==> src/core/rsr_pkg.sv <==
// Shared constants for the remote setting request link.
package rsr_pkg;
  localparam logic [7:0] START_DELIM = 8'h7e;
  localparam logic [7:0] TYPE_REMOTE_REQ = 8'h17;
  localparam logic [7:0] TYPE_REMOTE_RESP = 8'h97;
  localparam logic [7:0] TYPE_EXPLICIT = 8'h11;
  localparam logic [7:0] TYPE_LOOP_RX0 = 8'h90;
  localparam logic [7:0] TYPE_LOOP_RX1 = 8'h91;
  localparam logic [15:0] LOOP_CLUSTER = 16'h0012;
  localparam logic [15:0] COMMIT_CMD = 16'h4143;
  localparam logic [15:0] RSVD_FILL = 16'hfffe;
  localparam logic [7:0] SUM_BASE = 8'hff;
  localparam logic [7:0] STATUS_OK = 8'h00;
  localparam logic [7:0] OPT_LEGAL_MASK = 8'h13;
  localparam int OPT_NOACK_BIT = 0;
  localparam int OPT_APPLY_BIT = 1;
  localparam int OPT_SECURE_BIT = 4;
  localparam logic [15:0] OFS_TYPE = 16'h0003;
  localparam logic [15:0] OFS_FID = 16'h0004;
  localparam logic [15:0] OFS_OPT = 16'h000f;
  localparam logic [15:0] OFS_CMD = 16'h0010;
  localparam logic [15:0] OFS_CLUSTER = 16'h0011;
  localparam logic [15:0] OFS_STATUS = 16'h0011;
  localparam logic [15:0] OFS_PARAM = 16'h0012;
  localparam logic [15:0] OFS_PAYLOAD = 16'h0017;
  localparam logic [15:0] HDR_LEN = 16'h000f;
  localparam logic [7:0] REG_CTRL = 8'h00;
  localparam logic [7:0] REG_FID = 8'h04;
  localparam logic [7:0] REG_DEST_HI = 8'h08;
  localparam logic [7:0] REG_DEST_LO = 8'h0c;
  localparam logic [7:0] REG_OPT = 8'h10;
  localparam logic [7:0] REG_CMD = 8'h14;
  localparam logic [7:0] REG_PARAM = 8'h18;
  localparam logic [7:0] REG_PLEN = 8'h1c;
  localparam logic [7:0] REG_STATUS = 8'h20;
  localparam logic [7:0] REG_RESP = 8'h24;
endpackage

==> src/core/api_link_if.sv <==
// Byte stream link between the host controller and the radio device.
`timescale 1ns/1ps
interface api_link_if;
  logic [7:0] h2d_data;
  logic h2d_valid;
  logic h2d_ready;
  logic [7:0] d2h_data;
  logic d2h_valid;
  logic d2h_ready;
  modport host (output h2d_data, output h2d_valid, input h2d_ready,
                input d2h_data, input d2h_valid, output d2h_ready);
  modport device (input h2d_data, input h2d_valid, output h2d_ready,
                  output d2h_data, output d2h_valid, input d2h_ready);
endinterface

==> src/core/api_device_end.sv <==
// Device end: parses request frames and answers with response or loopback frames.
`timescale 1ns/1ps
// Functional notes
// - Frame: delimiter, 16-bit length, body, checksum.
// - Type byte 0x17 means remote setting request.
// - Frame identifier zero suppresses the response.
// - Response type 0x97 echoes frame identifier.
// - Host places 64-bit target address.
// - Host fills reserved field with 0xFFFE.
// - Option bit 0 disables acknowledgement.
// - Option bit 1 applies now, else pending.
// - Host zeroes reserved option bits.
// - Option bit 4 sends securely.
// - Host places two-character command name.
// - No parameter bytes means query, return value.
// - Parameter bytes are the new value.
// - Checksum is 0xFF minus body sum.
// - Host should avoid broadcast setting requests.
// - Loopback cluster 0x0012 echoes packet back.
module api_device_end #(
  parameter int NSET = 4,
  parameter int MAXP = 16,
  parameter int FIFO_DEPTH = 16,
  parameter logic [63:0] OWN_ADDR = 64'h0000_0000_0000_0001
) (
  // Clock and reset.
  input wire logic clk_i,
  input wire logic srst_i,
  // Link to the host.
  api_link_if.device link,
  // Local configuration.
  input wire logic rx_frame_format_option_i,
  // Setting store and transmission status.
  output logic [NSET*8-1:0] setting_o,
  output logic ack_disable_o,
  output logic secure_o,
  output logic req_done_o,
  output logic bad_frame_o
);
  localparam int IW = $clog2(NSET);
  typedef enum {P_DELIM, P_LENH, P_LENL, P_BODY, P_SUM, P_EXEC, P_SEND} pstate_t;

  pstate_t st_r;
  logic rx_rdy_r;
  logic [15:0] len_r;
  logic [15:0] pos_r;
  logic [7:0] sum_r;
  logic [7:0] type_r;
  logic [7:0] fid_r;
  logic [7:0] opt_r;
  logic [15:0] cmd_r;
  logic [15:0] cluster_r;
  logic [7:0] pbuf [MAXP];
  logic [7:0] np_r;
  logic [7:0] last_r;
  logic [7:0] set_r [NSET];
  logic [7:0] pend_val_r [NSET];
  logic [NSET-1:0] pend_r;
  logic [7:0] tx_idx_r;
  logic [7:0] tx_sum_r;
  logic [7:0] tx_byte;
  logic [15:0] tx_len;
  logic tx_last;
  logic take;
  logic sum_ok;
  logic is_req;
  logic is_loop;
  logic send;
  logic f_valid;
  logic f_ready;
  logic [IW-1:0] idx;

  assign link.h2d_ready = rx_rdy_r;
  assign take = link.h2d_valid && rx_rdy_r;
  assign sum_ok = 8'(sum_r + link.h2d_data) == rsr_pkg::SUM_BASE;
  assign is_req = type_r == rsr_pkg::TYPE_REMOTE_REQ;
  assign is_loop = type_r == rsr_pkg::TYPE_EXPLICIT && cluster_r == rsr_pkg::LOOP_CLUSTER;
  assign send = (is_req && fid_r != 8'h00) || is_loop;
  assign idx = cmd_r[IW-1:0];

  ////////////////////////////////////////////////////////////////////////////////
  // Frame framing and sequencing.
  always_ff @(posedge clk_i) begin
    if (srst_i) begin
      st_r <= P_DELIM;
      rx_rdy_r <= 1'b1;
      len_r <= '0;
      pos_r <= '0;
      bad_frame_o <= 1'b0;
    end else begin
      bad_frame_o <= 1'b0;
      case (st_r)
        P_DELIM: begin
          if (take && link.h2d_data == rsr_pkg::START_DELIM) begin
            st_r <= P_LENH;
          end
        end
        P_LENH: begin
          if (take) begin
            len_r[15:8] <= link.h2d_data;
            st_r <= P_LENL;
          end
        end
        P_LENL: begin
          if (take) begin
            len_r[7:0] <= link.h2d_data;
            pos_r <= rsr_pkg::OFS_TYPE;
            st_r <= ({len_r[15:8], link.h2d_data} == 16'h0000) ? P_SUM : P_BODY;
          end
        end
        P_BODY: begin
          if (take) begin
            pos_r <= pos_r + 16'h0001;
            if (pos_r == len_r + 16'h0002) begin
              st_r <= P_SUM;
            end
          end
        end
        P_SUM: begin
          if (take) begin
            if (sum_ok) begin
              st_r <= P_EXEC;
              rx_rdy_r <= 1'b0;
            end else begin
              st_r <= P_DELIM;
              bad_frame_o <= 1'b1;
            end
          end
        end
        P_EXEC: begin
          if (send) begin
            st_r <= P_SEND;
          end else begin
            st_r <= P_DELIM;
            rx_rdy_r <= 1'b1;
          end
        end
        P_SEND: begin
          if (f_valid && f_ready && tx_last) begin
            st_r <= P_DELIM;
            rx_rdy_r <= 1'b1;
          end
        end
        default: begin
          st_r <= P_DELIM;
          rx_rdy_r <= 1'b1;
        end
      endcase
    end
  end

  ////////////////////////////////////////////////////////////////////////////////
  // Body sum and field capture.
  always_ff @(posedge clk_i) begin
    if (srst_i) begin
      sum_r <= '0;
    end else if (st_r == P_LENL && take) begin
      sum_r <= '0;
    end else if (st_r == P_BODY && take) begin
      sum_r <= sum_r + link.h2d_data;
    end
  end

  always_ff @(posedge clk_i) begin
    if (srst_i) begin
      type_r <= '0;
      fid_r <= '0;
      opt_r <= '0;
      cmd_r <= '0;
      cluster_r <= '0;
      np_r <= '0;
      last_r <= '0;
    end else if (st_r == P_LENL && take) begin
      type_r <= '0;
      np_r <= '0;
    end else if (st_r == P_BODY && take) begin
      if (pos_r == rsr_pkg::OFS_TYPE) begin
        type_r <= link.h2d_data;
      end
      if (pos_r == rsr_pkg::OFS_FID) begin
        fid_r <= link.h2d_data;
      end
      if (pos_r == rsr_pkg::OFS_OPT) begin
        opt_r <= link.h2d_data;
      end
      if (pos_r == rsr_pkg::OFS_CMD) begin
        cmd_r[15:8] <= link.h2d_data;
      end
      if (pos_r == rsr_pkg::OFS_CMD + 16'h0001) begin
        cmd_r[7:0] <= link.h2d_data;
      end
      if (pos_r == rsr_pkg::OFS_CLUSTER) begin
        cluster_r[15:8] <= link.h2d_data;
      end
      if (pos_r == rsr_pkg::OFS_CLUSTER + 16'h0001) begin
        cluster_r[7:0] <= link.h2d_data;
      end
      // Bytes beyond MAXP are summed and reach last_r but not pbuf, so long loopback payloads are cut short.
      if ((is_req && pos_r >= rsr_pkg::OFS_PARAM)
          || (type_r == rsr_pkg::TYPE_EXPLICIT && pos_r >= rsr_pkg::OFS_PAYLOAD)) begin
        last_r <= link.h2d_data;
        if (np_r < 8'(MAXP)) begin
          np_r <= np_r + 8'h01;
        end
      end
    end
  end

  always_ff @(posedge clk_i) begin
    if (st_r == P_BODY && take && np_r < 8'(MAXP)) begin
      pbuf[np_r[$clog2(MAXP)-1:0]] <= link.h2d_data;
    end
  end

  ////////////////////////////////////////////////////////////////////////////////
  // Setting store: immediate or pending changes.
  genvar gi;
  generate
    for (gi = 0; gi < NSET; gi++) begin : g_set
      logic hit;
      logic commit_all;
      assign hit = st_r == P_EXEC && is_req && np_r != 8'h00
                   && cmd_r != rsr_pkg::COMMIT_CMD && idx == IW'(gi);
      assign commit_all = st_r == P_EXEC && is_req
                          && (cmd_r == rsr_pkg::COMMIT_CMD
                              || (np_r != 8'h00 && opt_r[rsr_pkg::OPT_APPLY_BIT]));
      assign setting_o[gi*8 +: 8] = set_r[gi];
      always_ff @(posedge clk_i) begin
        if (srst_i) begin
          set_r[gi] <= '0;
          pend_val_r[gi] <= '0;
          pend_r[gi] <= 1'b0;
        end else if (hit && opt_r[rsr_pkg::OPT_APPLY_BIT]) begin
          set_r[gi] <= last_r;
          pend_r[gi] <= 1'b0;
        end else if (hit) begin
          pend_val_r[gi] <= last_r;
          pend_r[gi] <= 1'b1;
        end else if (commit_all && pend_r[gi]) begin
          set_r[gi] <= pend_val_r[gi];
          pend_r[gi] <= 1'b0;
        end
      end
    end
  endgenerate

  always_ff @(posedge clk_i) begin
    if (srst_i) begin
      ack_disable_o <= 1'b0;
      secure_o <= 1'b0;
      req_done_o <= 1'b0;
    end else begin
      req_done_o <= st_r == P_EXEC && is_req;
      if (st_r == P_EXEC && is_req) begin
        ack_disable_o <= opt_r[rsr_pkg::OPT_NOACK_BIT];
        secure_o <= opt_r[rsr_pkg::OPT_SECURE_BIT];
      end
    end
  end

  ////////////////////////////////////////////////////////////////////////////////
  // Answer builder; the FIFO absorbs link stalls so the builder rarely waits.
  always_comb begin
    logic [7:0] k;
    k = tx_idx_r - 8'h03;
    tx_len = is_req ? rsr_pkg::HDR_LEN + {15'h0000, np_r == 8'h00} : {8'h00, np_r} + 16'h0001;
    tx_last = {8'h00, tx_idx_r} == tx_len + 16'h0003;
    tx_byte = 8'h00;
    if (tx_idx_r == 8'h00) begin
      tx_byte = rsr_pkg::START_DELIM;
    end else if (tx_idx_r == 8'h01) begin
      tx_byte = tx_len[15:8];
    end else if (tx_idx_r == 8'h02) begin
      tx_byte = tx_len[7:0];
    end else if (tx_last) begin
      tx_byte = rsr_pkg::SUM_BASE - tx_sum_r;
    end else if (!is_req) begin
      if (k == 8'h00) begin
        tx_byte = rx_frame_format_option_i ? rsr_pkg::TYPE_LOOP_RX1 : rsr_pkg::TYPE_LOOP_RX0;
      end else begin
        tx_byte = pbuf[$clog2(MAXP)'(k - 8'h01)];
      end
    end else if (k == 8'h00) begin
      tx_byte = rsr_pkg::TYPE_REMOTE_RESP;
    end else if (k == 8'h01) begin
      tx_byte = fid_r;
    end else if (k < 8'h0a) begin
      tx_byte = OWN_ADDR[8'(8'h3f - 8'((k - 8'h02) << 3)) -: 8];
    end else if (k == 8'h0a) begin
      tx_byte = rsr_pkg::RSVD_FILL[15:8];
    end else if (k == 8'h0b) begin
      tx_byte = rsr_pkg::RSVD_FILL[7:0];
    end else if (k == 8'h0c) begin
      tx_byte = cmd_r[15:8];
    end else if (k == 8'h0d) begin
      tx_byte = cmd_r[7:0];
    end else if (k == 8'h0e) begin
      tx_byte = rsr_pkg::STATUS_OK;
    end else begin
      tx_byte = set_r[idx];
    end
  end

  assign f_valid = st_r == P_SEND;

  always_ff @(posedge clk_i) begin
    if (srst_i || st_r != P_SEND) begin
      tx_idx_r <= '0;
      tx_sum_r <= '0;
    end else if (f_valid && f_ready) begin
      tx_idx_r <= tx_idx_r + 8'h01;
      if (tx_idx_r >= 8'h03) begin
        tx_sum_r <= tx_sum_r + tx_byte;
      end
    end
  end

  byte_fifo #(.WIDTH(8), .DEPTH(FIFO_DEPTH)) u_txq (
    .clk_i(clk_i),
    .srst_i(srst_i),
    .in_valid_i(f_valid),
    .in_ready_o(f_ready),
    .in_data_i(tx_byte),
    .out_valid_o(link.d2h_valid),
    .out_ready_i(link.d2h_ready),
    .out_data_o(link.d2h_data)
  );
endmodule

==> src/core/byte_fifo.sv <==
// Synchronous FIFO with valid and ready on both sides.
`timescale 1ns/1ps
module byte_fifo #(
  parameter int WIDTH = 8,
  parameter int DEPTH = 16
) (
  // Clock and reset.
  input wire logic clk_i,
  input wire logic srst_i,
  // Fill side.
  input wire logic in_valid_i,
  output logic in_ready_o,
  input wire logic [WIDTH-1:0] in_data_i,
  // Drain side.
  output logic out_valid_o,
  input wire logic out_ready_i,
  output logic [WIDTH-1:0] out_data_o
);
  localparam int AW = $clog2(DEPTH);
  logic [WIDTH-1:0] mem [DEPTH];
  logic [AW:0] wr_r;
  logic [AW:0] rd_r;
  logic push;
  logic pop;

  assign in_ready_o = (wr_r - rd_r) != (AW+1)'(DEPTH);
  assign out_valid_o = wr_r != rd_r;
  assign out_data_o = mem[rd_r[AW-1:0]];
  assign push = in_valid_i && in_ready_o;
  assign pop = out_valid_o && out_ready_i;

  always_ff @(posedge clk_i) begin
    if (push) begin
      mem[wr_r[AW-1:0]] <= in_data_i;
    end
  end

  always_ff @(posedge clk_i) begin
    if (srst_i) begin
      wr_r <= '0;
      rd_r <= '0;
    end else begin
      if (push) begin
        wr_r <= wr_r + 1'b1;
      end
      if (pop) begin
        rd_r <= rd_r + 1'b1;
      end
    end
  end
endmodule

==> src/flat_wrapper.sv <==
// flat-port wrapper written by rule: the top's interface ports become plain ports
module api_device_end_flat 
#(
  parameter int NSET = 4,
  parameter int MAXP = 16,
  parameter int FIFO_DEPTH = 16,
  parameter logic [63:0] OWN_ADDR = 64'h0000_0000_0000_0001
)
  (clk_i, srst_i, rx_frame_format_option_i, setting_o, ack_disable_o, secure_o, req_done_o, bad_frame_o, link_h2d_data, link_h2d_valid, link_h2d_ready, link_d2h_data, link_d2h_valid, link_d2h_ready);
  api_link_if link_i ();
  input wire logic clk_i;
  input wire logic srst_i;
  input wire logic rx_frame_format_option_i;
  output logic [NSET*8-1:0] setting_o;
  output logic ack_disable_o;
  output logic secure_o;
  output logic req_done_o;
  output logic bad_frame_o;
  input wire logic [$bits(link_i.h2d_data)-1:0] link_h2d_data;
  input wire logic [$bits(link_i.h2d_valid)-1:0] link_h2d_valid;
  output wire logic [$bits(link_i.h2d_ready)-1:0] link_h2d_ready;
  output wire logic [$bits(link_i.d2h_data)-1:0] link_d2h_data;
  output wire logic [$bits(link_i.d2h_valid)-1:0] link_d2h_valid;
  input wire logic [$bits(link_i.d2h_ready)-1:0] link_d2h_ready;
  assign link_i.h2d_data = link_h2d_data;
  assign link_i.h2d_valid = link_h2d_valid;
  assign link_h2d_ready = link_i.h2d_ready;
  assign link_d2h_data = link_i.d2h_data;
  assign link_d2h_valid = link_i.d2h_valid;
  assign link_i.d2h_ready = link_d2h_ready;
  api_device_end #(.NSET(NSET), .MAXP(MAXP), .FIFO_DEPTH(FIFO_DEPTH), .OWN_ADDR(OWN_ADDR)) u_core (.clk_i(clk_i), .srst_i(srst_i), .link(link_i), .rx_frame_format_option_i(rx_frame_format_option_i), .setting_o(setting_o), .ack_disable_o(ack_disable_o), .secure_o(secure_o), .req_done_o(req_done_o), .bad_frame_o(bad_frame_o));
endmodule
==> config.mk <==
export PLATFORM = sky130hd
export DESIGN_NAME = api_device_end_flat
export DESIGN_NICKNAME = d
export VERILOG_FILES = /design/src/core/rsr_pkg.sv /design/src/core/api_link_if.sv /design/src/core/api_device_end.sv /design/src/core/byte_fifo.sv /design/src/flat_wrapper.sv
export SDC_FILE = /design/constraint.sdc
export NUM_CORES = 1
export LEC_CHECK = 0
export BUFFER_PORTS_ARGS = -buffer_cell sky130_fd_sc_hd__buf_2
export CAP_MARGIN = 20
export CELL_PAD_IN_SITES_DETAIL_PLACEMENT = 1
export CELL_PAD_IN_SITES_GLOBAL_PLACEMENT = 2
export CORE_MARGIN = 4
export CORE_UTILIZATION = 38
export CTS_BUF_LIST = sky130_fd_sc_hd__clkbuf_16
export CTS_CLUSTER_SIZE = 40
export DETAILED_ROUTE_END_ITERATION = 8
export GPL_TIMING_DRIVEN = 0
export PLACE_DENSITY = 0.8
export SLEW_MARGIN = 20
export SYNTH_ARGS = -nofsm -noshare
export SYNTH_HDL_FRONTEND = slang
export SYNTH_HIERARCHICAL = 1
export SYNTH_SLANG_ARGS = --single-unit
export TNS_END_PERCENT = 50
==> constraint.sdc <==
create_clock -name clk_i -period 6.6 [get_ports clk_i]
set_clock_uncertainty 0.2 [all_clocks]
set_input_delay 0.66 -clock clk_i [delete_from_list [all_inputs] [get_ports clk_i]]
set_output_delay 0.66 -clock clk_i [all_outputs]
set_load 0.05 [all_outputs]
Word-level counts from Yosys, hierarchy flattened. Memories as Yosys holds them, arrays and structs flattened. A register that Yosys moved wholly into a read port is not among the register bits. Index checks and enable logic that the tools add are counted.

Bits in registers: 168. RAM bits: 320. Output and inout bits: 46. Logic and storage cells: 298. Memories: 4.

Memories: u_core.pbuf (depth 16, width 8, read ports 1, clocked after memory_dff 0, write ports 1, RTL line api_device_end.sv:53) `logic [7:0] pbuf [MAXP];`; u_core.u_txq.mem (depth 16, width 8, read ports 1, clocked after memory_dff 1, write ports 1, RTL line byte_fifo.sv:20) `logic [WIDTH-1:0] mem [DEPTH];`; u_core.pend_val_r (depth 4, width 8, read ports 4, clocked after memory_dff 0, write ports 4, RTL line api_device_end.sv:57) `logic [7:0] pend_val_r [NSET];`; u_core.set_r (depth 4, width 8, read ports 5, clocked after memory_dff 1, write ports 4, RTL line api_device_end.sv:56) `logic [7:0] set_r [NSET];`.

Add/subtract/negate cells: 17. $lt $le $gt $ge: 5. Equal/unequal tests: 48. Shifts and indexed selects: 1. Mux-type cells: 114. Bitwise gates (word level): 16. Reduce and logical (&&, ||, !) cells: 67.

Operators by type and width (number): $mux W32 (7); $pmux W32 S7 (1); $mux W8 (26); $eq A32 B3 Y1 const B (5); $shiftx A71 B9 Y8 const A (1); $mux W1 (68); $eq A16 B5 Y1 const B (4); $eq A32 B2 Y1 const B (2); $eq A32 B4 Y1 const B (2); $mux W16 (3); $eq A8 B4 Y1 const B (5); $add A16 B2 Y16 const B (2); $eq A32 B1 Y1 const B (1); $ge A16 B5 Y1 const B (2); $logic_not A32 Y1 (1); $ne A32 B4 Y1 const B (1); $pmux W16 S2 (1); $logic_and A1 B1 Y1 (29); $logic_not A8 Y1 (3); $reduce_and A3 Y1 (8); $add A16 B1 Y16 const B (1); $add A8 B1 Y8 const B (2); $add A8 B8 Y8 (2); $eq A16 B15 Y1 const B (1); other kinds (46) (90).

Depth between registers and ports, before layout. Gate-level depths: netlist of run 1.

Depth after elaboration: 16. Gate-level depth with buffers: 30. Depth with buffers taken out: 28.

Hierarchy. Netlist of run 1, hierarchy kept.

By module, submodules not included: api_device_end (instances 1, cells an instance 1425, area an instance 15772.6 um2, sequential area each 8348.0 um2); byte_fifo (instances 1, cells an instance 281, area an instance 5664.2 um2, sequential area each 4124.0 um2).

Worst setup path after synthesis of run 1. No wires, ideal clock.

Path type: reg2reg. Start: register u_core.tx_idx_r[0]. End: register u_core.tx_sum_r[7]. Setup time: 0.124 ns. Data arrival time: 6.309 ns. Data required time: 6.276 ns. Setup slack: -0.033 ns. Cell stages (with the launch flop): 28. Clock period less this slack: 6.633 ns. Cell sequence: dfxtp_1 clkbuf_1 clkbuf_1 buf_2 inv_1 ha_1 inv_1 ha_1 nor3b_1 a21oi_1 o22ai_1 nor2_1 xnor2_1 mux4_2 a21oi_1 a311oi_1 a211oi_1 o21ai_0 ha_1 a21o_1 a21oi_1 o21bai_1 a21oi_1 o21ai_0 nor2b_1 mux2i_1 nand3_1 nor3b_2.

Word-level cells in the longest chain between the ends: 16. Elaborated cells between the ends (all ways): 35.

Ends and longest elaborated chain: start: declaration (RTL line api_device_end.sv:59) `logic [7:0] tx_idx_r;`; start signal: assignment (RTL line api_device_end.sv:311) `tx_idx_r <= tx_idx_r + 8'h01;`; branches (longest 14 deep; another with $sub A8 B2 Y8); $mux W8 * (RTL line api_device_end.sv:269) `if (tx_idx_r == 8'h00) begin`; named net u_core.tx_byte[1] (RTL line api_device_end.sv:61) `logic [7:0] tx_byte;`; $add A8 B8 Y8 * (RTL line api_device_end.sv:313) `tx_sum_r <= tx_sum_r + tx_byte;`; end signal: assignment (RTL line api_device_end.sv:313); end: declaration (RTL line api_device_end.sv:60) `logic [7:0] tx_sum_r;`.

Mark *: on every way through the listed nets, which the timed path passes. A chain may end at the register's enable or synchronous reset.

Worst setup path after layout of run 1.
Start: register u_core.np_r[0]. End: register u_core.tx_sum_r[7].

Word-level cells in the longest chain between the ends: 10. Elaborated cells between the ends (all ways): 11.

Ends and longest elaborated chain: start: declaration (RTL line api_device_end.sv:54) `logic [7:0] np_r;`; start signal: assignment (RTL line api_device_end.sv:203) `np_r <= np_r + 8'h01;`; $logic_not A8 Y1 (RTL line api_device_end.sv:266) `tx_len = is_req ? rsr_pkg::HDR_LEN + {15'h0000, np_r == 8'h00} : {8'h00, np_r} + 16'h0001;`; $add A4 B1 Y5 (RTL line api_device_end.sv:266); $mux W16 * (RTL line api_device_end.sv:266); $add A16 B2 Y16 (RTL line api_device_end.sv:267) `tx_last = {8'h00, tx_idx_r} == tx_len + 16'h0003;`; $eq A8 B16 Y1 (RTL line api_device_end.sv:267); $mux W8 (RTL line api_device_end.sv:275) `end else if (tx_last) begin`; $mux W8 (RTL line api_device_end.sv:273) `end else if (tx_idx_r == 8'h02) begin`; $mux W8 * (RTL line api_device_end.sv:271) `end else if (tx_idx_r == 8'h01) begin`; $mux W8 * (RTL line api_device_end.sv:269); named net u_core.tx_byte[0] (RTL line api_device_end.sv:61); $add A8 B8 Y8 * (RTL line api_device_end.sv:313).

The timed path passes the listed nets; every way through them passes the cells marked *.

==> out/qor.yml, run 1 <==
worst_setup_path:
  critPathMaxFanout: 17
  critical-path-top-delay-family: "compound AO/OA/AOI/OAI gates"
  worstSetupStartpointType: "flop"
  timing.critical_path.buf_inv: 3
  largest_stage_delay_on_the_critical_path_ns: 0.48
  ff2ff_setup_slack_ns: 0.43
  cp_data_required_time_ns: 6.86
  worst_r2r_path_depth: 26
  cp_slowest_cell: "or4_4"
  r2r-start: "u_core/np_r[0]$_SDFFE_PP0P_"
  cp.arrival_ns: 6.43
  worst_setup_path_end_kind: "flop"
  crit-reg2reg-capture: "u_core/tx_sum_r[7]$_SDFFE_PP0P_"
  critPathKind: "flop to flop"
die:
  die_height_um: 246
  top_level_ports: 59
  design.core.area_um2: 55500
  chipWidth_um: 246
  dieArea_um2: 60300
  floorplan.initialDensity: 0.386
  rows: 86
clock_tree:
  cts_tree: "built"
  ctsRootBufferMaster: "clkbuf_16"
  clk_path_buf_depth: 3
  worst_setup_hold_path_clk_slew_ns: 0.06
  clkLatencyLatePin_ns: 0.59
  cts_htree_levels: 2
  clkSinkCount: 463
  cts_inserted_buffers: 49
pwr:
  seq_power_share: 0.505
  switchingPower_mw: 1.45
  power.static_leakage_nw: 8.78
  pwr-share-comb: 0.057
  cellPowerDensity_nw_per_um2: 256
  worst_ir_drop_vdd_mv: 0.213
  p_clk_frac: 0.438
  power.switching_fraction: 0.232
  cellInternalPower_mw: 4.81
sta:
  worst_slew_pin_slew_ns: 0.988
  timing.slew.headroom: 0.335
  fmaxAchievable_ghz: 0.162
  final-max-slew-violation-count: 0
  final_hold_viol_count: 0
  timing.final.crit_period_ns: 6.17
  fin_worst_hold_slack_ns: 0.240
  setup_repair_after_global_routing_missed_its_margin: "no"
  setup_violations: 0
  final_min_period_over_clock_period: 0.935
drt:
  wl_per_cell_um: 23.0
  ant_nets: 0
  number_of_drc_violations_after_detailed_routing_iteration_0: 962
  wirelength_um: 60000
  drc_errors: 0
  vias_after_detailed_routing: 14500
  avgViaCountPerCell: 5.55
  drt-pass1-iter-count: 7
layout:
  finish.net_count: 1881
  fin_util: 0.441
  insertedDiodeCount: 0
  layout-drive-gt1-share: 0.159
  design_area_um2: 24500
  flow.area_growth_from_synthesis_pct: 14.3
  final_cell_mix: "edfxtp_1 (320), nor2_1 (203), dfxtp_1 (143)"
  layout_commonest_cell: "edfxtp_1"
yosys:
  synthFlopType: "edfxtp_1"
  seq_area_frac_synth: 0.582
  synthesis.area_per_instance_um2: 12.6
  yosys.cell_types.count: 83
  synth_async_sr_flop_share: 0
  synth.yosys.warnings: 6
  synth_nets: 1763
  syn-cell-area_um2: 21400
  yosys_register_bits: 463
  synth_edf_count: 320
  gate_count_post_synth: 1706
global_route:
  grt_antenna_before_repair: 0
  grt_first_pass_wirelength_um: 93600
  first_global_vias: 15300
  grt_remaining_overflow: 0
  groute.usage.overall: 0.200
  grt_start_max_net_pins: 25
place:
  input_output_buffers: 58
  globalplace.congestion: 0.864
  dp_hpwl_um: 43500
  cell_area_reported_after_detailed_placement_um2: 22700
hold_path:
  min_path_cells: 3
  holdCritPathClass: "primary input to flop"
  holdCritStartpoint: "srst_i"
  min_to: "u_core/u_txq/wr_r[4]$_SDFFE_PP0P_"
run_status:
  result_of_the_run: "finished, final reports clean"
job:
  cap_violations: 0
-- worst register-to-register path: cells and delay by family, from the launching register on --
family | cells | cell delay, ns
buffers and inverters | 3 | 0.53
and+or+nand+nor | 8 | 1.87
AOI/OAI and AO/OA | 11 | 2.12
DFF | 1 | 0.36
adders and majority gates | 3 | 0.77
muxes | 1 | 0.22
-- how the worst max path moves through the flow --
| stage | startpoint | endpoint | slack (ns) | cells past startpoint |
|---|---|---|---|---|
| final | u_core/np_r[0]$_SDFFE_PP0P_ | u_core/tx_sum_r[7]$_SDFFE_PP0P_ | 0.43 | 26 |
| after global routing | u_core/tx_idx_r[0]$_SDFFE_PP0P_ | u_core/tx_sum_r[7]$_SDFFE_PP0P_ | 0.003 | 28 |
| after CTS | u_core/tx_idx_r[0]$_SDFFE_PP0P_ | u_core/tx_sum_r[7]$_SDFFE_PP0P_ | 0.04 | 23 |
| after detailed placement | u_core/tx_idx_r[0]$_SDFFE_PP0P_ | u_core/tx_sum_r[7]$_SDFFE_PP0P_ | -2.25 | 27 |
| after global placement | u_core/tx_idx_r[0]$_SDFFE_PP0P_ | u_core/tx_sum_r[7]$_SDFFE_PP0P_ | -2.57 | 23 |
| after floorplan | u_core/tx_idx_r[0]$_SDFFE_PP0P_ | u_core/tx_sum_r[7]$_SDFFE_PP0P_ | 0.18 | 26 |
-- cell type report --
type | instances | area, um2
Buffer | 88 | 393
Inverter | 41 | 154
Timing Repair Buffer | 67 | 353
Clock buffer | 50 | 1250
Tap cell | 748 | 936
Sequential cell | 463 | 12500
Multi-Input combinational cell | 1114 | 8580
Fill cell | 5878 | 31000
Clock inverter | 40 | 353
-- metrics by stage --
stage | std cells | worst slack [ns] | setup TNS, ns | power [mW]
global route | 2611 | 0.00348 | 0 | 6.49
CTS | 2608 | 0.0367 | 0 | 6.33
global placement | 2512 | -2.57 | -78.44 | 3.57
floorplan | 1706 | 0.177 | 0 | 3.45
detailed placement | 2517 | -2.25 | -36.21 | 3.58
finish | 2611 | 0.429 | 0 | 6.27
-- power by group through the flow --
stage	logic [mW]	registers [mW]	clock network (mW)
finish	0.358	3.17	2.74
global route	0.392	3.17	2.93
CTS	0.356	3.17	2.81
detailed placement	0.353	3.23	0
global placement	0.348	3.23	0
floorplan	0.208	3.24	0
-- Yosys cell counts, drive strengths merged (5+ instances only) --
cell      n  area, um2
mux4     88       1980
dfxtp   143       2860
a31oi    17        106
or2      10       62.6
a22o     24        210
nor3     37        185
and3     23        144
o211ai    8       60.1
nor4b     6       52.6
nand2b   20        125
mux2i    68        681
buf      24        119
ha       42        526
o21ai    49        245
nand3    44        220
xnor2    34        298
a21oi    85        429
clkbuf   64        241
edfxtp  320       9610
a221oi    8       76.3
o31a      5       43.8
inv      40        150
a211oi   12       90.1
nor2b    15        101
and2     48        302
or3       9       61.3
a311oi    6       52.6
nor2    204        766
xor2     31        272
nand4    17        113
a21o      8       60.1
nand2   104        390
o21a      7       52.6
nor4     23        156
-- flip-flops by register name, indices dropped and copies added (netlist names), 8 cells and up, named ones only --
| register | count |
|---|---|
| u_core/cluster_r | 16 |
| u_core/u_txq/mem | 128 |
| u_core/fid_r | 8 |
| u_core/tx_idx_r | 8 |
| u_core/pend_val_r | 32 |
| u_core/tx_sum_r | 8 |
| u_core/np_r | 8 |
| u_core/cmd_r | 8 |
| u_core/pos_r | 16 |
| u_core/last_r | 8 |
| u_core/type_r | 8 |
| u_core/len_r | 16 |
| u_core/set_r | 32 |
| u_core/pbuf | 128 |
| u_core/sum_r | 8 |
-- repair_timing --
item                                    CTS  global route
setup buffers                             1             2
gates resized for setup                  17            20
endpoints found under the hold margin     0             0
pin swaps                                 1             2
cloned                                    0             0
endpoints found under the setup margin  125             3
hold buffers                              0             0
-- kinds of logic after synthesis --
group                    after synthesis  share of synthesized area
multiplexers                         157                      0.125
AND/OR/NAND/NOR                      583                      0.135
flip-flops                           463                      0.582
AO/OA/AOI/OAI                        264                     0.0804
buffers and inverters                129                     0.0240
adder cells (fa/ha/maj)               44                     0.0264
XOR/XNOR                              66                     0.0276
-- layer usage --
| metal | wire length [um] | vias up | share of wire | track usage |
|---|---|---|---|---|
| met1 | 27000 | 7455 | 0.45 | 0.276 |
| met5 | 0 | - | 0 | 0 |
| met2 | 29300 | 325 | 0.49 | 0.338 |
| met3 | 2320 | 71 | 0.039 | 0.0266 |
| met4 | 1300 | 0 | 0.022 | 0.0504 |
| li1 | - | 6652 | - | - |
Note: power is estimated with default switching activity, not from simulation.
==> inputs of run 2 (changes only) <==
--- a/config.mk
+++ b/config.mk
@@ -5,7 +5,7 @@
 export SDC_FILE = /design/constraint.sdc
 export NUM_CORES = 1
 export LEC_CHECK = 0
-export BUFFER_PORTS_ARGS = -buffer_cell sky130_fd_sc_hd__buf_2
+export BUFFER_PORTS_ARGS = -buffer_cell sky130_fd_sc_hd__buf_4
 export CAP_MARGIN = 20
 export CELL_PAD_IN_SITES_DETAIL_PLACEMENT = 1
 export CELL_PAD_IN_SITES_GLOBAL_PLACEMENT = 2
==> out/qor.yml, run 2 (same netlist as run 1, synthesis figures left out) <==
run_status:
  result_of_the_run: "finished, final reports clean"
sta:
  fmaxAchievable_ghz: 0.162  # -0.30%
  fin_worst_hold_slack_ns: 0.215  # -0.0246 ns
  final_min_period_over_clock_period: 0.938  # +0.00280
  worst_slew_pin_slew_ns: 1.01  # +0.0260 ns
  timing.final.crit_period_ns: 6.19  # +0.0185 ns
  final-max-slew-violation-count: 0  # unchanged
  final_hold_viol_count: 0  # unchanged
  tns_ns: 0  # unchanged
  timing.slew.headroom: 0.324  # -0.0113
  setup_violations: 0  # unchanged
hold_path:
  holdCritPathClass: "primary input to flop"
drt:
  number_of_drc_violations_after_detailed_routing_iteration_0: 1133  # +18%
  drt-pass1-iter-count: 5  # -2
  ant_nets: 0  # unchanged
  drc_errors: 0  # unchanged
  vias_after_detailed_routing: 14400  # -0.77%
  avgViaCountPerCell: 5.52  # -0.70%
  wl_per_cell_um: 22.8  # -0.78%
  wirelength_um: 59500  # -0.86%
global_route:
  groute.usage.overall: 0.199  # -0.00139
  grt_remaining_overflow: 0  # unchanged
  grt_start_max_net_pins: 25  # unchanged
  grt_antenna_before_repair: 1  # +1
  grt_first_pass_wirelength_um: 93200  # -0.43%
  first_global_vias: 15100  # -1.1%
die:
  rows: 86  # unchanged
  die_height_um: 246  # unchanged
  chipWidth_um: 246  # unchanged
  floorplan.initialDensity: 0.386  # unchanged
  dieArea_um2: 60300  # unchanged
  design.core.area_um2: 55500  # unchanged
  top_level_ports: 59  # unchanged
worst_setup_path:
  worstSetupStartpointType: "flop"
  critPathKind: "flop to flop"
  critPathMaxFanout: 17  # unchanged
  worst_setup_path_end_kind: "flop"
  cp_data_required_time_ns: 6.86  # about the same
  cp.arrival_ns: 6.45  # +0.02 ns
layout:
  regArea_um2: 12500  # unchanged
  final_cell_count_no_fill: 2609  # -0.077%
  n_fill_cell: 5923  # +0.77%
  finish.net_count: 1877  # -0.21%
  layout_commonest_cell: "edfxtp_1"
  multiInputGateArea_um2: 8580  # about the same
  fin_util: 0.442  # +0.00120
  flow.area_growth_from_synthesis_pct: 14.6
  final_cell_mix: "edfxtp_1 (320), nor2_1 (202), dfxtp_1 (143)"
  layout-drive-gt1-share: 0.155  # -0.00351
job:
  cap_violations: 0  # unchanged
clock_tree:
  worst_setup_hold_path_clk_slew_ns: 0.06  # about the same
  ctsRootBufferMaster: "clkbuf_16"
  cts_htree_levels: 2  # unchanged
  clk_path_buf_depth: 3  # unchanged
  clkSinkCount: 463  # unchanged
  cts_tree: "built"
  cts_inserted_buffers: 48  # -2.0%
  clkLatencyLatePin_ns: 0.59  # about the same
place:
  globalplace.congestion: 0.853  # -1.3%
  dp_hpwl_um: 42800  # -1.5%
  input_output_buffers: 58  # unchanged
  place_inst: 2516  # -0.040%
pwr:
  worst_ir_drop_vdd_mv: 0.185  # -13%
  totalPowerFinal_mw: 6.18  # -1.3%
  cellPowerDensity_nw_per_um2: 252  # -1.6%
  power.static_leakage_nw: 8.77  # about the same
[run 2: changes by cell type in the layout (fill, tap and decap cells not counted), sizes merged]
cell	delta
inv	+10
clkinv	-7
clkbuf	-4
buf	-1
clkinvlp	-1
diode	+1
[run 2: area by class of cell]
type,count,area share
plain buffers,88,0.0159
flip-flops and latches,463,0.508
clock inverters,42,0.0141
diodes,1,0.000102
inverters,41,0.00627
repair buffers,64,0.0195
clock buffers,48,0.0489
multi-input cells,1114,0.349
well taps,748,0.0381
[run 2: power breakdown]
| part | switching, mW | internal (mW) | total, mW |
|---|---|---|---|
| clock | 1.13 | 1.52 | 2.66 |
| sequential | 0.0387 | 3.13 | 3.17 |
| combinational | 0.248 | 0.115 | 0.363 |
| total | 1.42 | 4.77 | 6.18 |
[run 2: path summary, 6_finish.rpt]
path	from	endpoint	slack, ns	cells after the start
max	u_core/tx_idx_r[0]$_SDFFE_PP0P_	u_core/tx_sum_r[7]$_SDFFE_PP0P_	0.41	24
min reg2reg	u_core/sum_r[4]$_SDFFE_PP0P_	u_core/sum_r[4]$_SDFFE_PP0P_	0.26	2
min	link_h2d_data[3]	u_core/pbuf[14][3]$_DFFE_PP_	0.22	1
max reg2reg	u_core/tx_idx_r[0]$_SDFFE_PP0P_	u_core/tx_sum_r[7]$_SDFFE_PP0P_	0.41	24
[run 2: worst max-delay path: stages, from the launching register on]
cell       delay, ns
dfxtp_1         0.41
buf_4           0.21
clkbuf_8        0.24
buf_8           0.21
inv_1           0.13
ha_1            0.28
nor2_2          0.38
clkbuf_2        0.41
mux4_2          0.41
mux4_2          0.53
nor2_1          0.11
nor2_1          0.05
o2111ai_1       0.27
a21oi_1         0.10
o31a_4          0.45
ha_1            0.23
a21o_1          0.17
a21oi_2         0.19
o21bai_1        0.11
a21oi_2         0.19
o21ai_1         0.15
nor2b_1         0.17
mux2i_1         0.21
nand3_1         0.10
nor3b_2         0.15
[run 2: metal layers]
metal / vias up / wire [um] / GRT usage
met5: - / 0 / 0
met4: 0 / 1050 / 0.0432
met3: 55 / 2170 / 0.0304
met2: 268 / 28800 / 0.333
met1: 7416 / 27500 / 0.277
li1: 6652 / - / -
[run 2: through the flow]
step / instance area [um2] / worst slack [ns]
final: 24600 / 0.410
after global routing: 24600 / -0.0462
after CTS: 24500 / 0.00209
after detailed placement: 22900 / -2.18
after global placement: 22800 / -2.59
after floorplan: 21400 / 0.177
[run 2: repair_timing]
item,in CTS,in global routing
gates resized for setup,18,21
pin swaps,1,2
hold buffers,0,0
buffers inserted,2,0
setup endpoints to repair,112,4
==> inputs of run 3 (changes only) <==
--- a/config.mk
+++ b/config.mk
@@ -10,12 +10,12 @@
 export CELL_PAD_IN_SITES_DETAIL_PLACEMENT = 1
 export CELL_PAD_IN_SITES_GLOBAL_PLACEMENT = 2
 export CORE_MARGIN = 4
-export CORE_UTILIZATION = 38
+export CORE_UTILIZATION = 40
 export CTS_BUF_LIST = sky130_fd_sc_hd__clkbuf_16
 export CTS_CLUSTER_SIZE = 40
 export DETAILED_ROUTE_END_ITERATION = 8
 export GPL_TIMING_DRIVEN = 0
-export PLACE_DENSITY = 0.8
+export PLACE_DENSITY = 0.83
 export SLEW_MARGIN = 20
 export SYNTH_ARGS = -nofsm -noshare
 export SYNTH_HDL_FRONTEND = slang
==> out/qor.yml, run 3 (same netlist as run 1, synthesis figures left out) <==
run_status:
  result_of_the_run: "finished, final reports clean"
layout:
  final_cell_mix: "edfxtp_1 (320), nor2_1 (201), dfxtp_1 (143)"
  design_area_um2: 24700  # +0.56%
  layout_commonest_cell: "edfxtp_1"
  insertedDiodeCount: 0  # -1
  final_cell_count_no_fill: 2557  # -2.0%
  layout-drive-gt1-share: 0.160  # +0.00460
  n_fill_cell: 5492  # -7.3%
  flow.area_growth_from_synthesis_pct: 15.2
  finish.net_count: 1884  # +0.37%
  fin_util: 0.468  # +0.0257
die:
  die_height_um: 240  # -2.4%
  rows: 84  # -2.3%
  chipWidth_um: 240  # -2.4%
  dieArea_um2: 57400  # -4.8%
  floorplan.initialDensity: 0.406  # +0.0202
  top_level_ports: 59  # unchanged
  design.core.area_um2: 52800  # -5.0%
pwr:
  cellPowerDensity_nw_per_um2: 259  # +2.7%
  totalPowerFinal_mw: 6.39  # +3.3%
  power.static_leakage_nw: 8.87  # +1.1%
  worst_ir_drop_vdd_mv: 0.228  # +23%
sta:
  timing.slew.headroom: 0.271  # -0.0533
  final-max-slew-violation-count: 0  # unchanged
  final_min_period_over_clock_period: 0.941  # +0.00305
  worst_slew_pin_slew_ns: 1.09  # +0.0799 ns
  fmaxAchievable_ghz: 0.161  # -0.32%
  timing.final.crit_period_ns: 6.21  # +0.0201 ns
  setup_violations: 0  # unchanged
  tns_ns: 0  # unchanged
  final_hold_viol_count: 0  # unchanged
clock_tree:
  cts_htree_levels: 2  # unchanged
  cts_inserted_buffers: 50  # +4.2%
  cts.hold.buffers_added: 0  # unchanged
  clkSinkCount: 463  # unchanged
  clkLatencyLatePin_ns: 0.60  # about the same
  worst_setup_hold_path_clk_slew_ns: 0.06  # about the same
  clk_path_buf_depth: 3  # unchanged
  ctsRootBufferMaster: "clkbuf_16"
  cts_tree: "built"
place:
  dp_hpwl_um: 43100  # +0.56%
  input_output_buffers: 58  # unchanged
  globalplace.congestion: 0.922  # +8.0%
  place_inst: 2457  # -2.3%
  cell_area_reported_after_detailed_placement_um2: 22800  # -0.18%
drt:
  drt-pass1-iter-count: 5  # unchanged
  vias_after_detailed_routing: 14400  # +0.13%
  drc_errors: 0  # unchanged
  avgViaCountPerCell: 5.64  # +2.2%
  wirelength_um: 60000  # +0.87%
  ant_nets: 0  # unchanged
  number_of_drc_violations_after_detailed_routing_iteration_0: 1049  # -7.4%
  wl_per_cell_um: 23.5  # +2.9%
worst_setup_path:
  ordered_list_of_cells_on_the_worst_path: "clkbuf_4 -> buf_8 -> buf_12 -> inv_1 -> ha_1 -> nor2_4 -> clkbuf_2 -> clkbuf_1 -> mux4_2 -> mux4_2 -> nor2_1 -> a21oi_1 -> a21oi_1 -> o21ai_4 -> ha_1 -> inv_1 -> o21bai_1 -> a21oi_2 -> o21ai_0 -> nor2b_1 -> mux2i_1 -> a21oi_1 -> nor3b_2"
  timing.critical_path.buf_inv: 7  # +2
  largest_stage_delay_on_the_critical_path_ns: 0.59  # +0.06 ns
  cp_data_required_time_ns: 6.85  # about the same
  critical-path-top-delay-family: "buffers and inverters"
  critPathKind: "flop to flop"
  cp.arrival_ns: 6.46  # about the same
  worst_setup_path_end_kind: "flop"
  worstSetupStartpointType: "flop"
  critPathMaxFanout: 17  # unchanged
  cp_slowest_cell: "clkbuf_1"
  critical_path.most_common_cell: "a21oi_1"
global_route:
  grt_remaining_overflow: 0  # unchanged
  grt_first_pass_wirelength_um: 92000  # -1.3%
  grt_start_max_net_pins: 25  # unchanged
  groute.usage.overall: 0.209  # +0.0102
  first_global_vias: 15200  # +1.0%
  grt_antenna_before_repair: 0  # -1
hold_path:
  holdCritPathClass: "primary input to flop"
job:
  cap_violations: 0  # unchanged
-- run 3: routing by layer --
metal / track usage / vias up / part of all wire / wire, um
met1: 0.278 / 7316 / 0.43 / 25600
met3: 0.0355 / 94 / 0.049 / 2970
met5: 0 / - / 0 / 0
met2: 0.352 / 341 / 0.49 / 29600
met4: 0.0663 / 0 / 0.030 / 1800
li1: - / 6658 / - / -
-- run 3: through the flow --
| step | hold slack [ns] | worst slack, ns |
|---|---|---|
| final | 0.215 | 0.390 |
| after detailed placement | 0.254 | -1.62 |
| after floorplan | 0.236 | 0.177 |
| after global placement | 0.248 | -2.59 |
| after CTS | 0.188 | 0.00108 |
| after global routing | 0.223 | -0.0357 |
-- run 3: layout make-up --
| cell class | instances | area, um2 | area share |
|---|---|---|---|
| Buffer | 88 | 397 | 0.0161 |
| Clock buffer | 50 | 1250 | 0.0507 |
| Multi-Input combinational cell | 1114 | 8590 | 0.348 |
| Timing Repair Buffer | 69 | 527 | 0.0213 |
| Sequential cell | 463 | 12500 | 0.505 |
| Clock inverter | 44 | 452 | 0.0183 |
| Inverter | 41 | 154 | 0.00623 |
| Tap cell | 688 | 861 | 0.0349 |
-- run 3: repair_timing --
item,CTS,global route
endpoints found under the hold margin,0,0
setup buffers,2,4
pin swaps,1,5
setup endpoints to repair,49,4
gates resized for setup,15,21
-- run 3: worst register-to-register path, cell delays in order, from the launching register on --
cell and delay (ns):
dfxtp_1 0.39, clkbuf_4 0.25, buf_8 0.20, buf_12 0.18
inv_1 0.11, ha_1 0.29, nor2_4 0.25, clkbuf_2 0.37
clkbuf_1 0.59, mux4_2 0.45, mux4_2 0.55, nor2_1 0.12
a21oi_1 0.05, a21oi_1 0.27, o21ai_4 0.20, ha_1 0.37
inv_1 0.06, o21bai_1 0.23, a21oi_2 0.11, o21ai_0 0.24
nor2b_1 0.21, mux2i_1 0.11, a21oi_1 0.20, nor3b_2 0.07
-- run 3: report_power, final --
| group | leakage (nW) | internal, mW | switching (mW) | total (mW) |
|---|---|---|---|---|
| clock network | 0.865 | 1.70 | 1.16 | 2.86 |
| logic | 3.66 | 0.116 | 0.254 | 0.370 |
| registers | 4.34 | 3.13 | 0.0362 | 3.16 |
-- run 3: path summary, 6_finish.rpt --
check / endpoint / depth (start not counted) / slack [ns] / startpoint
worst max-delay path: u_core/tx_sum_r[7]$_SDFFE_PP0P_ / 23 / 0.39 / u_core/tx_idx_r[0]$_SDFFE_PP0P_
worst min-delay path: u_core/pbuf[0][7]$_DFFE_PP_ / 1 / 0.21 / link_h2d_data[7]
worst max register to register: u_core/tx_sum_r[7]$_SDFFE_PP0P_ / 23 / 0.39 / u_core/tx_idx_r[0]$_SDFFE_PP0P_
worst min register to register: u_core/sum_r[6]$_SDFFE_PP0P_ / 2 / 0.26 / u_core/sum_r[6]$_SDFFE_PP0P_
